--- config.mk ---
export PLATFORM = sky130hd
export DESIGN_NAME = irm_modulator
export DESIGN_NICKNAME = d
export VERILOG_FILES = /design/src/irm_pkg.sv /design/src/irm_modulator.sv
export SDC_FILE = /design/constraint.sdc
export NUM_CORES = 1
export LEC_CHECK = 0
export BUFFER_PORTS_ARGS = -buffer_cell sky130_fd_sc_hd__buf_2
export CAP_MARGIN = 20
export CORE_ASPECT_RATIO = 0.8
export CORE_MARGIN = 2
export CORE_UTILIZATION = 35
export CTS_CLUSTER_SIZE = 10
export DETAILED_ROUTE_END_ITERATION = 10
export MAX_ROUTING_LAYER = met4
export PLACE_DENSITY_LB_ADDON = 0.1
export SLEW_MARGIN = 10
export SYNTH_ARGS = -nofsm -noshare
export SYNTH_HDL_FRONTEND = slang
export SYNTH_SLANG_ARGS = --single-unit
--- constraint.sdc ---
create_clock -name core_clk -period 6.13 [get_ports core_clk]
set_input_delay 0 -clock core_clk [delete_from_list [all_inputs] [get_ports core_clk]]
set_output_delay 0 -clock core_clk [all_outputs]
set_load 0.005 [all_outputs]
--- src/irm_pkg.sv ---
// package with register map, field layout, states and timing constants of the modulator
package irm_pkg;

	// derivative register addresses
	localparam logic [2:0] IRM_ADDR_ON_LEN   = 3'h0; // pulse_on_length
	localparam logic [2:0] IRM_ADDR_OFF_LEN  = 3'h1; // pulse_off_length
	localparam logic [2:0] IRM_ADDR_CNT_LOW  = 3'h2; // burst_count_low
	localparam logic [2:0] IRM_ADDR_CTRL     = 3'h3; // modulator_control
	localparam logic [2:0] IRM_ADDR_CNT_HIGH = 3'h4; // burst_count_high

	// modulator_control bit positions
	localparam int IRM_CTRL_WDT_BIT  = 4; // watchdog_reload_strobe, write only
	localparam int IRM_CTRL_RINT_BIT = 3; // interrupt clear, write only
	localparam int IRM_CTRL_PWM_BIT  = 2; // continuous train
	localparam int IRM_CTRL_LGP_BIT  = 1; // long_pulse_enable
	localparam int IRM_CTRL_HF_BIT   = 0; // carrier_modulate_enable

	// widths
	localparam int IRM_CNT_W  = 10; // pulse counter width
	localparam int IRM_CNT_LW = 8;  // low part width

	// reset values
	localparam logic [7:0] IRM_RST_ON_LEN  = 8'h00; // on-time after reset
	localparam logic [7:0] IRM_RST_OFF_LEN = 8'h00; // off-time after reset
	localparam logic [9:0] IRM_RST_CNT     = 10'h000; // pulse counter after reset
	localparam logic [2:0] IRM_RST_CTRL    = 3'h0; // stored mode bits after reset
	localparam logic [7:0] IRM_RST_PORT0   = 8'h00; // port 0 low
	localparam logic [7:0] IRM_RST_PORT1   = 8'hFF; // port 1 high
	localparam logic [3:0] IRM_RST_PORT2   = 4'hF; // port 2 high

	// phase length is register value plus this many oscillator cycles
	localparam logic [8:0] IRM_PHASE_EXTRA = 9'h002;
	// timer counts down to zero, so it is loaded one less than the extra
	localparam logic [8:0] IRM_TIMER_BIAS  = IRM_PHASE_EXTRA - 9'h001;
	// carrier at a quarter of the clock: two cycles active, two idle
	localparam logic [1:0] IRM_CAR_RST     = 2'h0;

	// derivative register operations
	typedef enum logic [1:0]
	{
		IRM_OP_WRITE = 2'h0, // deriv_write_op
		IRM_OP_READ  = 2'h1, // deriv_read_op
		IRM_OP_AND   = 2'h2, // deriv_and_op
		IRM_OP_OR    = 2'h3  // deriv_or_op
	} irm_op_t;

	// one request from the core
	typedef struct packed
	{
		logic       valid; // request strobe
		irm_op_t    op;    // operation
		logic [2:0] addr;  // derivative address
		logic [7:0] data;  // accumulator value
	} irm_req_t;

	// modulator phases, one-hot
	typedef enum logic [2:0]
	{
		IRM_ST_IDLE = 3'b001, // output inactive, no burst
		IRM_ST_ON   = 3'b010, // output active phase
		IRM_ST_OFF  = 3'b100  // gap between pulses
	} irm_state_t;

endpackage : irm_pkg

--- src/irm_modulator.sv ---
// pulse-burst modulator with derivative register port, output pin and port reset levels
`timescale 1ns/1ps
`default_nettype none
module irm_modulator
(
	input  wire logic              core_clk,   // oscillator clock
	input  wire logic              nrst,       // asynchronous reset, active low
	input  wire irm_pkg::irm_req_t req,        // derivative register request
	input  wire logic [2:0]        port_we,    // port latch write strobes 0..2
	input  wire logic [7:0]        port_wdata, // port latch write data
	output var  logic [7:0]        rdata,      // read data, one cycle after request
	output var  logic              mod_out_n,  // modulator pin, active low
	output var  logic              mod_irq,    // modulator ready interrupt flip-flop
	output var  logic              wdt_clear,  // watchdog_reload_strobe pulse
	output var  logic [7:0]        port0,      // port 0 latch
	output var  logic [7:0]        port1,      // port 1 latch
	output var  logic [3:0]        port2       // port 2 latch
);
	import irm_pkg::*;

	logic [7:0]  on_len_q;   // pulse_on_length
	logic [7:0]  off_len_q;  // pulse_off_length
	logic [9:0]  cnt_q;      // pulse counter
	logic [9:0]  cnt_d;      // next pulse counter
	logic [2:0]  ctrl_q;     // stored pwm, lgp, hf
	irm_state_t  state_q;    // modulator phase
	irm_state_t  state_d;    // next phase
	logic [8:0]  timer_q;    // pulse timer
	logic [8:0]  timer_d;    // next pulse timer
	logic [1:0]  car_q;      // carrier phase
	logic [1:0]  car_d;      // next carrier phase
	logic [7:0]  cur_val;    // addressed register value
	logic [7:0]  new_val;    // value to store back
	logic        do_store;   // write, and or or request
	logic        cnt_load;   // burst start by low byte store
	logic        burst_end;  // counter reaches zero
	logic        rint_hit;   // interrupt clear strobe
	logic        pwm_en;     // continuous train mode
	logic        lgp_en;     // long_pulse_enable
	logic        hf_en;      // carrier_modulate_enable
	logic        out_act_d;  // output active next cycle
	logic [9:0]  cnt_dec;    // counter minus one

	assign pwm_en = ctrl_q[IRM_CTRL_PWM_BIT];
	assign lgp_en = ctrl_q[IRM_CTRL_LGP_BIT];
	assign hf_en  = ctrl_q[IRM_CTRL_HF_BIT];

	// current value of the addressed register, unmapped reads zero
	always_comb
	begin
		cur_val = 8'h00;
		unique case (req.addr)
			IRM_ADDR_ON_LEN:   cur_val = on_len_q;
			IRM_ADDR_OFF_LEN:  cur_val = off_len_q;
			IRM_ADDR_CNT_LOW:  cur_val = cnt_q[IRM_CNT_LW-1:0];
			IRM_ADDR_CTRL:     cur_val = {5'h00, ctrl_q}; // reserved and strobes read zero
			IRM_ADDR_CNT_HIGH: cur_val = {6'h00, cnt_q[IRM_CNT_W-1:IRM_CNT_LW]};
			default:           cur_val = 8'h00; // addresses 5 to 7 unmapped
		endcase
	end

	// combine accumulator with register for the four operations
	always_comb
	begin
		new_val  = req.data;
		do_store = req.valid;
		unique case (req.op)
			IRM_OP_WRITE: new_val = req.data;
			IRM_OP_READ:
			begin
				new_val  = cur_val;
				do_store = 1'b0; // read stores nothing
			end
			IRM_OP_AND:   new_val = cur_val & req.data;
			IRM_OP_OR:    new_val = cur_val | req.data;
		endcase
	end

	assign cnt_load = do_store && (req.addr == IRM_ADDR_CNT_LOW);
	assign rint_hit = do_store && (req.addr == IRM_ADDR_CTRL) && new_val[IRM_CTRL_RINT_BIT];
	assign cnt_dec  = cnt_q - 10'h001;

	// read data register
	always_ff @(posedge core_clk or negedge nrst)
	begin
		if (!nrst)
			rdata <= 8'h00;
		else if (req.valid && (req.op == IRM_OP_READ))
			rdata <= cur_val;
	end

	// timing registers, retained across bursts
	always_ff @(posedge core_clk or negedge nrst)
	begin
		if (!nrst)
		begin
			on_len_q  <= IRM_RST_ON_LEN;
			off_len_q <= IRM_RST_OFF_LEN;
		end
		else
		begin
			if (do_store && (req.addr == IRM_ADDR_ON_LEN))
				on_len_q <= new_val;
			if (do_store && (req.addr == IRM_ADDR_OFF_LEN))
				off_len_q <= new_val;
		end
	end

	// stored control bits; strobe bits are not kept
	always_ff @(posedge core_clk or negedge nrst)
	begin
		if (!nrst)
			ctrl_q <= IRM_RST_CTRL;
		else if (do_store && (req.addr == IRM_ADDR_CTRL))
			ctrl_q <= new_val[2:0];
	end

	// watchdog reload strobe, one cycle
	always_ff @(posedge core_clk or negedge nrst)
	begin
		if (!nrst)
			wdt_clear <= 1'b0;
		else
			wdt_clear <= do_store && (req.addr == IRM_ADDR_CTRL)
				&& new_val[IRM_CTRL_WDT_BIT];
	end

	// phase sequencer, pulse timer and pulse counter next values
	always_comb
	begin
		state_d   = state_q;
		timer_d   = timer_q;
		cnt_d     = cnt_q;
		burst_end = 1'b0;
		unique case (state_q)
			IRM_ST_IDLE: ; // wait for a counter load
			IRM_ST_ON:
			begin
				if (timer_q != 9'h000)
					timer_d = timer_q - 9'h001; // count down each cycle
				else if (pwm_en)
				begin
					// endless train, counter untouched
					if (lgp_en)
						timer_d = {1'b0, on_len_q} + IRM_TIMER_BIAS;
					else
					begin
						state_d = IRM_ST_OFF;
						timer_d = {1'b0, off_len_q} + IRM_TIMER_BIAS;
					end
				end
				else
				begin
					cnt_d = cnt_dec;
					if (cnt_dec == 10'h000)
					begin
						state_d   = IRM_ST_IDLE;
						burst_end = 1'b1;
					end
					else if (lgp_en)
						timer_d = {1'b0, on_len_q} + IRM_TIMER_BIAS;
					else
					begin
						state_d = IRM_ST_OFF;
						timer_d = {1'b0, off_len_q} + IRM_TIMER_BIAS;
					end
				end
			end
			IRM_ST_OFF:
			begin
				if (timer_q != 9'h000)
					timer_d = timer_q - 9'h001;
				else
				begin
					state_d = IRM_ST_ON;
					timer_d = {1'b0, on_len_q} + IRM_TIMER_BIAS;
				end
			end
			default:
			begin
				state_d = IRM_ST_IDLE; // illegal code recovers
			end
		endcase
		// a counter store overrides the sequencer
		if (do_store && (req.addr == IRM_ADDR_CNT_HIGH))
			cnt_d = {new_val[1:0], cnt_d[IRM_CNT_LW-1:0]};
		if (cnt_load)
		begin
			cnt_d     = {cnt_q[IRM_CNT_W-1:IRM_CNT_LW], new_val};
			state_d   = IRM_ST_ON;
			timer_d   = {1'b0, on_len_q} + IRM_TIMER_BIAS;
			burst_end = 1'b0;
		end
	end

	// sequencer registers
	always_ff @(posedge core_clk or negedge nrst)
	begin
		if (!nrst)
		begin
			state_q <= IRM_ST_IDLE;
			timer_q <= 9'h000;
			cnt_q   <= IRM_RST_CNT;
		end
		else
		begin
			state_q <= state_d;
			timer_q <= timer_d;
			cnt_q   <= cnt_d;
		end
	end

	// carrier phase restarts when an on phase is entered
	always_comb
	begin
		car_d = car_q + 2'h1;
		if ((state_d == IRM_ST_ON) && ((state_q != IRM_ST_ON) || cnt_load))
			car_d = IRM_CAR_RST;
		out_act_d = (state_d == IRM_ST_ON) && (!hf_en || !car_d[1]);
	end

	// carrier counter and output pin, registered
	always_ff @(posedge core_clk or negedge nrst)
	begin
		if (!nrst)
		begin
			car_q     <= IRM_CAR_RST;
			mod_out_n <= 1'b1;
		end
		else
		begin
			car_q     <= car_d;
			mod_out_n <= !out_act_d;
		end
	end

	// interrupt flip-flop, setting wins over a direct clear
	always_ff @(posedge core_clk or negedge nrst)
	begin
		if (!nrst)
			mod_irq <= 1'b0;
		else if (burst_end)
			mod_irq <= 1'b1;
		else if (cnt_load)
			mod_irq <= 1'b0;
		else if (rint_hit)
			mod_irq <= 1'b0;
	end

	// port latches with their reset levels
	always_ff @(posedge core_clk or negedge nrst)
	begin
		if (!nrst)
		begin
			port0 <= IRM_RST_PORT0;
			port1 <= IRM_RST_PORT1;
			port2 <= IRM_RST_PORT2;
		end
		else
		begin
			if (port_we[0])
				port0 <= port_wdata;
			if (port_we[1])
				port1 <= port_wdata;
			if (port_we[2])
				port2 <= port_wdata[3:0];
		end
	end

endmodule : irm_modulator
`default_nettype wire

==> run summary, run 1 <==
Status -> completed
Chip height -> 102 um
Fin Clk Skew -> 0.0116 ns
Largest net degree at the start of global routing -> 75
WP data required -> 6.34 ns
Final Max Slew Viols -> 0
Worst Path Buf+Inv -> 1
Yosys warning count -> 0
Layout Nets -> 495
Vias -> 3174
DRT iter0 DRCs -> 201
Asr flop ratio synth -> 100%
Clk Tree Root Cell -> clkbuf_16
Critical path origin -> timer_q[0]$_DFFE_PN0P_
Final wirelength -> 10600 um
Hold_sp -> req[13]
Critical R2R Capture -> timer_q[2]$_DFFE_PN0P_
All-Layer GR Usage -> 18.0%
Internal -> 1090 uW
Final TNS setup -> 0 ns
Clk pwr share -> 31.7%
Flops & latches, synth -> 74
Slowest-stage cell, CP -> a2111oi_4
Hold Vio Cnt, Final -> 0
Vias in the first global route -> 3201
Gr ovfl total -> 0
Syn nets -> 437
H-tree Lvls -> 3
Diodes inserted -> 0
Distinct cells, synth -> 55
Netlist Area Pre-Place -> 4180 um^2
Fillers -> 1147
Reg-to-reg setup timing slack -> 3.14 ns
Fmax -> 335 MHz
Io pins -> 58
Hold WC Path Type -> input pin to register
Worst setup path end -> timer_q[2]$_DFFE_PN0P_
Vias per cell -> 5.15
RSZ-0062 raised after global routing -> no
Most frequent cells in the layout -> 60 x dfrtp_1, 56 x buf_2, 45 x nand2_1
Routed WL per cell -> 17.2 um
Share of the synthesized area in the top cell type -> 36.0%
Core Area -> 11600 um^2
Psw -> 506 uW
Placed inst area -> 4550 um^2
Part of the Yosys area used for sequential elements -> 44.8%
I/O Buffers -> 57
Net Sw Frac -> 31.8%
Yosys top cell by area -> dfrtp_1
Crit-path cells -> inv_1 -> ha_1 -> nor2b_1 -> nand3_1 -> a2111oi_4 -> o211a_1 -> mux2_4
Synth Instances -> 405
Crit. path cell count -> 7
Synthesized area per cell -> 10.3 um^2
Worst slew pin tran -> 0.938 ns
Layout cells sized above 1 -> 28.6%
Full die area -> 12800 um^2
Slowest stage delay, CP -> 0.55 ns
VDD IR-drop max -> 0.000137 V
PD cells -> 323 nW/um^2
Rel. slew slack -> 37.5%
R2R depth -> 7
Most common cell after layout, fill and taps aside -> dfrtp_1
FF/Latch Area -> 1870 um^2
Clock transition at path regs -> 0.06 ns
Area contributors post-synth -> dfrtp_1 36%, dfstp_2 8.8%, mux2_2 8.4%, o21ai_0 4.8%, nand2_1 4.0%
Final setup vio count -> 0
Fin area -> 4940 um^2
Worst Setup End Kind -> register
TritonCTS clock tree -> yes
FP Rows -> 35
Arrival time worst endpoint -> 3.20 ns
Top cell family by delay on the critical path -> compound AO/OA/AOI/OAI gates
Final period util -> 48.7%
Pleak -> 0.00218 uW
DRC Markers -> 0
CP Class -> register to register
Worst reg2reg path startpoint -> timer_q[0]$_DFFE_PN0P_
Initial antenna violation count -> 0
TritonCTS buffer count -> 9
Multi-input logic area -> 2180 um^2
Post-CTS setup buffer count -> 0
Min Tclk post-route -> 2.99 ns
Final HPWL from detailed placement -> 7620 um
First-pass GRT wire length -> 17300 um
Max_cap viols -> 0
Synth-to-Final Area Change -> 18.2%
DRT antenna net count -> 0
Die span in x -> 126 um
Most used DFF post-synth -> dfrtp_1
EDFF count, synth -> 0
Crit start category -> register
Clock sink count -> 74
Sequential power share -> 44.3%
Critical path fanouts, max -> 16
Gp weighted congestion -> 0.825
Combinational Power Share -> 24.1%
Drt first pass iters -> 4
Starting Density -> 36.1%
Clock tree buffer depth -> 2
Clock latency on the worst-skew pair -> 0.34 ns
==> worst min path at each step <==
stage                                end  cells after the start  slack (ns)
finish              cnt_q[8]$_DFFE_PN0P_                      3        0.08
CTS                 cnt_q[8]$_DFFE_PN0P_                      3        0.06
floorplan             car_q[0]$_DFF_PN0_                      0       -0.30
detailed placement  port0[2]$_DFFE_PN0P_                      1        0.22
global placement    port0[2]$_DFFE_PN0P_                      1        0.21
global route        port1[2]$_DFFE_PN1P_                      2        0.09
==> worst reg2reg max path, cell delays in order (launching register included) <==
cell and delay [ns]:
dfrtp_1 0.40, inv_1 0.09, ha_1 0.24, nor2b_1 0.20, nand3_1 0.52, a2111oi_4 0.55, o211a_1 0.53, mux2_4 0.34
==> per-stage QoR <==
stage / hold WS, ns / std cells / util (%) / setup slack (ns) / total power, uW
floorplan: -0.296 / 405 / - / 3.58 / 956
global placement: 0.207 / 590 / 39.4 / 3.23 / 1090
detailed placement: 0.219 / 590 / 39.4 / 3.18 / 1090
CTS: 0.0629 / 616 / 42.7 / 3.14 / 1610
global route: 0.0925 / 616 / 42.7 / 2.92 / 1690
finish: 0.0809 / 616 / 42.7 / 3.14 / 1590
==> sequential cells by signal (all words and copies together) (netlist names), 4 cells and up <==
name / count
cnt_q: 10
timer_q: 9
port1: 8
rdata: 8
port2: 4
port0: 8
off_len_q: 8
on_len_q: 8
==> Yosys cell counts (3+ instances only) <==
library cell,n
a21oi_1,7
nand3b_1,6
and3_1,3
clkbuf_1,12
or2_2,3
nand2_1,45
ha_1,5
o31ai_1,3
buf_2,4
nor3_1,4
mux2i_1,16
nor2_1,25
o22ai_1,4
mux2_2,31
a2bb2oi_1,7
nand3_1,14
dfstp_2,14
inv_1,5
o21ai_0,40
xnor2_1,10
dfrtp_1,60
nand4_1,8
nand2b_1,6
xor2_1,16
mux2_4,7
a21boi_0,6
buf_6,3
==> final cells by class <==
class	count	share of cell area, %
flip-flops and latches	74	37.9
multi-input cells	305	44.2
well taps	148	3.75
inverters	5	0.380
clock buffers	14	5.55
clock inverters	2	0.253
repair buffers	68	8.01
==> layer usage <==
layer / part of all wire [%] / routed length [um] / vias up / global-route usage [%]
met3: 3.9 / 409 / 5 / 4.38
li1: - / - / 1571 / -
met2: 42 / 4500 / 50 / 26.5
met4: 0.76 / 80 / 0 / 3.55
met5: 0 / 0 / - / -
met1: 53 / 5610 / 1548 / 25.3
==> cells by family after synthesis <==
group	synth area share, %
AOI/OAI and AO/OA	14.4
and+or+nand+nor	15.6
muxes	15.3
xor gates and xnor gates	5.45
buffers and inverters	3.00
adders and majority gates	1.50
DFF	44.8
==> what timing repair did <==
action	CTS	global route
hold endpoints to repair	80	0
hold buffers	10	0
gates resized for setup	0	0
==> power by group through the flow <==
| stage | clock, uW | combinational, uW | sequential [uW] |
|---|---|---|---|
| floorplan | 0 | 287 | 668 |
| detailed placement | 0 | 378 | 711 |
| finish | 504 | 383 | 705 |
| global placement | 0 | 381 | 707 |
| CTS | 523 | 386 | 704 |
| global route | 545 | 430 | 720 |
(Power assumes the default switching activity.)
==> run 2: changes to the inputs <==
Settings changed: ABC_AREA from default to 1.
Clock period 6.13 ns to 3 ns, I/O delays scaled along.
==> run summary, run 2 <==
Worst slew pin tran -> 1.11 ns (+0.168 ns)
Max_cap viols -> 0 (unchanged)
H-tree Lvls -> 3 (unchanged)
CP Class -> register to register
Most used DFF post-synth -> dfrtp_1
Drt first pass iters -> 5 (+1)
Hold Vio Cnt, Final -> 0 (unchanged)
Full die area -> 13500 um^2 (+5.5%)
Final Max Slew Viols -> 0 (unchanged)
Vias -> 4172 (+31%)
Synth Area in Compound Gates -> 8.56% (-5.8 points)
RSZ-0062 raised after global routing -> no
Worst reg2reg path startpoint -> timer_q[0]$_DFFE_PN0P_
Syn nets -> 612 (+40%)
Synthesized area per cell -> 7.61 um^2 (-26%)
Share of the synthesized area in the top cell type -> 34.0% (-1.9 points)
WP data required -> 3.22 ns (-3.12 ns)
Rel. slew slack -> 25.5% (-12 points)
Fillers -> 1311 (+14%)
Simple-gate share of the synthesized area -> 33.9% (+18 points)
Arrival time worst endpoint -> 2.46 ns (-0.74 ns)
I/O Buffers -> 57 (unchanged)
Min Tclk post-route -> 2.25 ns (-0.737 ns)
Largest family of logic cells by synthesized area -> simple AND/OR/NAND/NOR gates
Most common cell after layout, fill and taps aside -> nand2_1
Clock transition at path regs -> 0.06 ns (about the same)
Critical path fanouts, max -> 11 (-5)
Post-CTS setup buffer count -> 0 (unchanged)
Chip height -> 104 um (+2.7%)
Top flop regs -> cnt_q (10), timer_q (9)
Netlist Area Pre-Place -> 4410 um^2 (+5.7%)
Io pins -> 58 (unchanged)
Yosys warning count -> 0 (unchanged)
Starting Density -> 36.0% (-0.11 points)
Vias per cell -> 5.06 (-1.9%)
Cells on Worst Hold Path -> 4 (+1)
Fin Clk Skew -> 0.0131 ns (+0.00157 ns)
Initial antenna violation count -> 0 (unchanged)
Flops & latches, synth -> 74 (unchanged)
Resize count post-CTS -> 0 (unchanged)
First-pass GRT wire length -> 21900 um (+27%)
Layout cells sized above 1 -> 20.9% (-7.7 points)
DRC Markers -> 0 (unchanged)
FF/Latch Area -> 1870 um^2 (unchanged)
WHS Endpoint -> on_len_q[6]$_DFFE_PN0P_
Hold WC Path Type -> input pin to register
Routed WL per cell -> 16.0 um (-7.0%)
Clock latency on the worst-skew pair -> 0.34 ns (about the same)
All-Layer GR Usage -> 21.3% (+3.4 points)
Count leader, synth -> nand2_1
Max FFs per register -> 10 (unchanged)
Asr flop ratio synth -> 100% (unchanged)
TritonCTS buffer count -> 9 (unchanged)
VDD IR-drop max -> 0.000433 V (+220%)
Distinct cells, synth -> 41 (-25%)
Power Total -> 3890 uW (+140%)
Most flops, register -> cnt_q
Gp weighted congestion -> 0.910 (+10%)
Status -> completed
EDFF count, synth -> 0 (unchanged)
DRT antenna net count -> 0 (unchanged)
R2R depth -> 10 (+3)
Die span in x -> 130 um (+2.7%)
Hold-fix buffers, CTS -> 10 (unchanged)
Synth cell count leaders -> 195 x nand2_1, 65 x nand3_1, 60 x dfrtp_1, 55 x inv_1, 42 x nor2_1
Final wirelength -> 13200 um (+25%)
Critical path origin -> timer_q[0]$_DFFE_PN0P_
Hold_sp -> req[6]
Synth Area in Adders -> 1.42% (-0.080 points)
Core Area -> 12300 um^2 (+6.0%)
Reg-to-reg setup timing slack -> 0.75 ns (-2.39 ns)
Area contributors post-synth -> dfrtp_1 34%, nand2_1 17%, dfstp_2 8.3%, nand3_1 7.4%, mux2_2 5.6%
Synth-to-Final Area Change -> 20.4%
TritonCTS clock tree -> yes
Synth Instances -> 580 (+43%)
Critical R2R Capture -> cnt_q[9]$_DFFE_PN0P_
Clk Tree Root Cell -> clkbuf_16
Final setup vio count -> 0 (unchanged)
Mux contribution to synthesized area -> 5.62% (-9.7 points)
Largest net degree at the start of global routing -> 75 (unchanged)
Vias in the first global route -> 4162 (+30%)
Clock sink count -> 74 (unchanged)
Clock tree buffer depth -> 2 (unchanged)
Worst Setup End Kind -> register
Part of the Yosys area used for sequential elements -> 42.4% (-2.4 points)
Most frequent cells in the layout -> 195 x nand2_1, 65 x nand3_1, 60 x dfrtp_1
DRT iter0 DRCs -> 307 (+53%)
FP Rows -> 36 (+2.9%)
Gr ovfl total -> 0 (unchanged)
Post-Synth XOR/XNOR Area -> 1.99% (-3.5 points)
Yosys top cell by area -> dfrtp_1
Final period util -> 75.0% (+26 points)
Crit start category -> register
Diodes inserted -> 0 (unchanged)
Final HPWL from detailed placement -> 9960 um (+31%)
Layout Nets -> 681 (+38%)
Pleak -> 0.00260 uW (+19%)
Fmax -> 445 MHz (+33%)
Final TNS setup -> 0 ns (unchanged)
Multi-input logic area -> 2270 um^2 (+4.1%)
PD cells -> 733 nW/um^2 (+130%)
## run 2: changes by cell type in the layout (fill, tap and decap cells not counted), moves of 7 or more
cell and delta:
nand4_1 -7, a2bb2oi_1 -7, inv_1 +50, nand2_1 +150, nand3_1 +51, nor2_1 +17
xor2_1 -11, mux2_4 -7, nor2_2 +8, mux2i_1 -16, mux2_2 -9, o21ai_0 -9
## run 2: worst max path at each step
stage,endpoint,depth (start not counted)
floorplan,timer_q[3]$_DFFE_PN0P_,12
global placement,cnt_q[9]$_DFFE_PN0P_,10
detailed placement,cnt_q[9]$_DFFE_PN0P_,10
CTS,cnt_q[9]$_DFFE_PN0P_,10
global route,cnt_q[8]$_DFFE_PN0P_,12
finish,cnt_q[9]$_DFFE_PN0P_,10
## run 2: worst max-delay path, stage by stage, from the launching register on
cell and delay, ns:
dfrtp_1 0.39, inv_1 0.10, ha_1 0.21, inv_1 0.07
nor2_2 0.17, nand4_2 0.31, nor3_1 0.30, nand2_1 0.16
inv_2 0.13, nor2_1 0.08, o21a_1 0.21
## run 2: area by class of cell
type | count | area share, %
Clock buffer | 11 | 4.76
Clock inverter | 5 | 1.62
Inverter | 58 | 4.10
Multi-Input combinational cell | 437 | 42.7
Sequential cell | 74 | 35.2
Tap cell | 171 | 4.03
Timing Repair Buffer | 69 | 7.58
## run 2: stage by stage
step	worst slack, ns	util [%]	cell area (um^2)	instances	hold WS [ns]
final	0.751	43.4	5310	825	0.0512
after global routing	0.520	43.4	5310	825	0.0785
after CTS	0.751	43.4	5310	825	0.0367
after detailed placement	0.773	39.8	4870	799	0.232
after global placement	0.879	39.8	4870	799	0.224
after floorplan	1.23	-	4410	580	-0.296
## run 2: report_power, final
| group | internal, uW | switching [uW] | total, uW | leakage (uW) |
|---|---|---|---|---|
| logic | 481 | 769 | 1250 | 0.00153 |
| registers | 1200 | 225 | 1430 | 0.000903 |
| clock network | 778 | 437 | 1220 | 0.000166 |
## run 2: layer usage
| layer | routed length (um) | track usage, % |
|---|---|---|
| met1 | 6840 | 32.0 |
| met2 | 5380 | 28.8 |
| met3 | 879 | 5.92 |
| met4 | 99 | 3.84 |
| met5 | 0 | - |
## run 2: cells by family (layout without fill, tap and decap cells)
group,Yosys count,count (layout)
XOR/XNOR,10,10
adder cells (fa/ha/maj),5,5
buffers and inverters,69,143
multiplexers,22,22
AO/OA/AOI/OAI,64,64
AND/OR/NAND/NOR,336,336
flip-flops,74,74
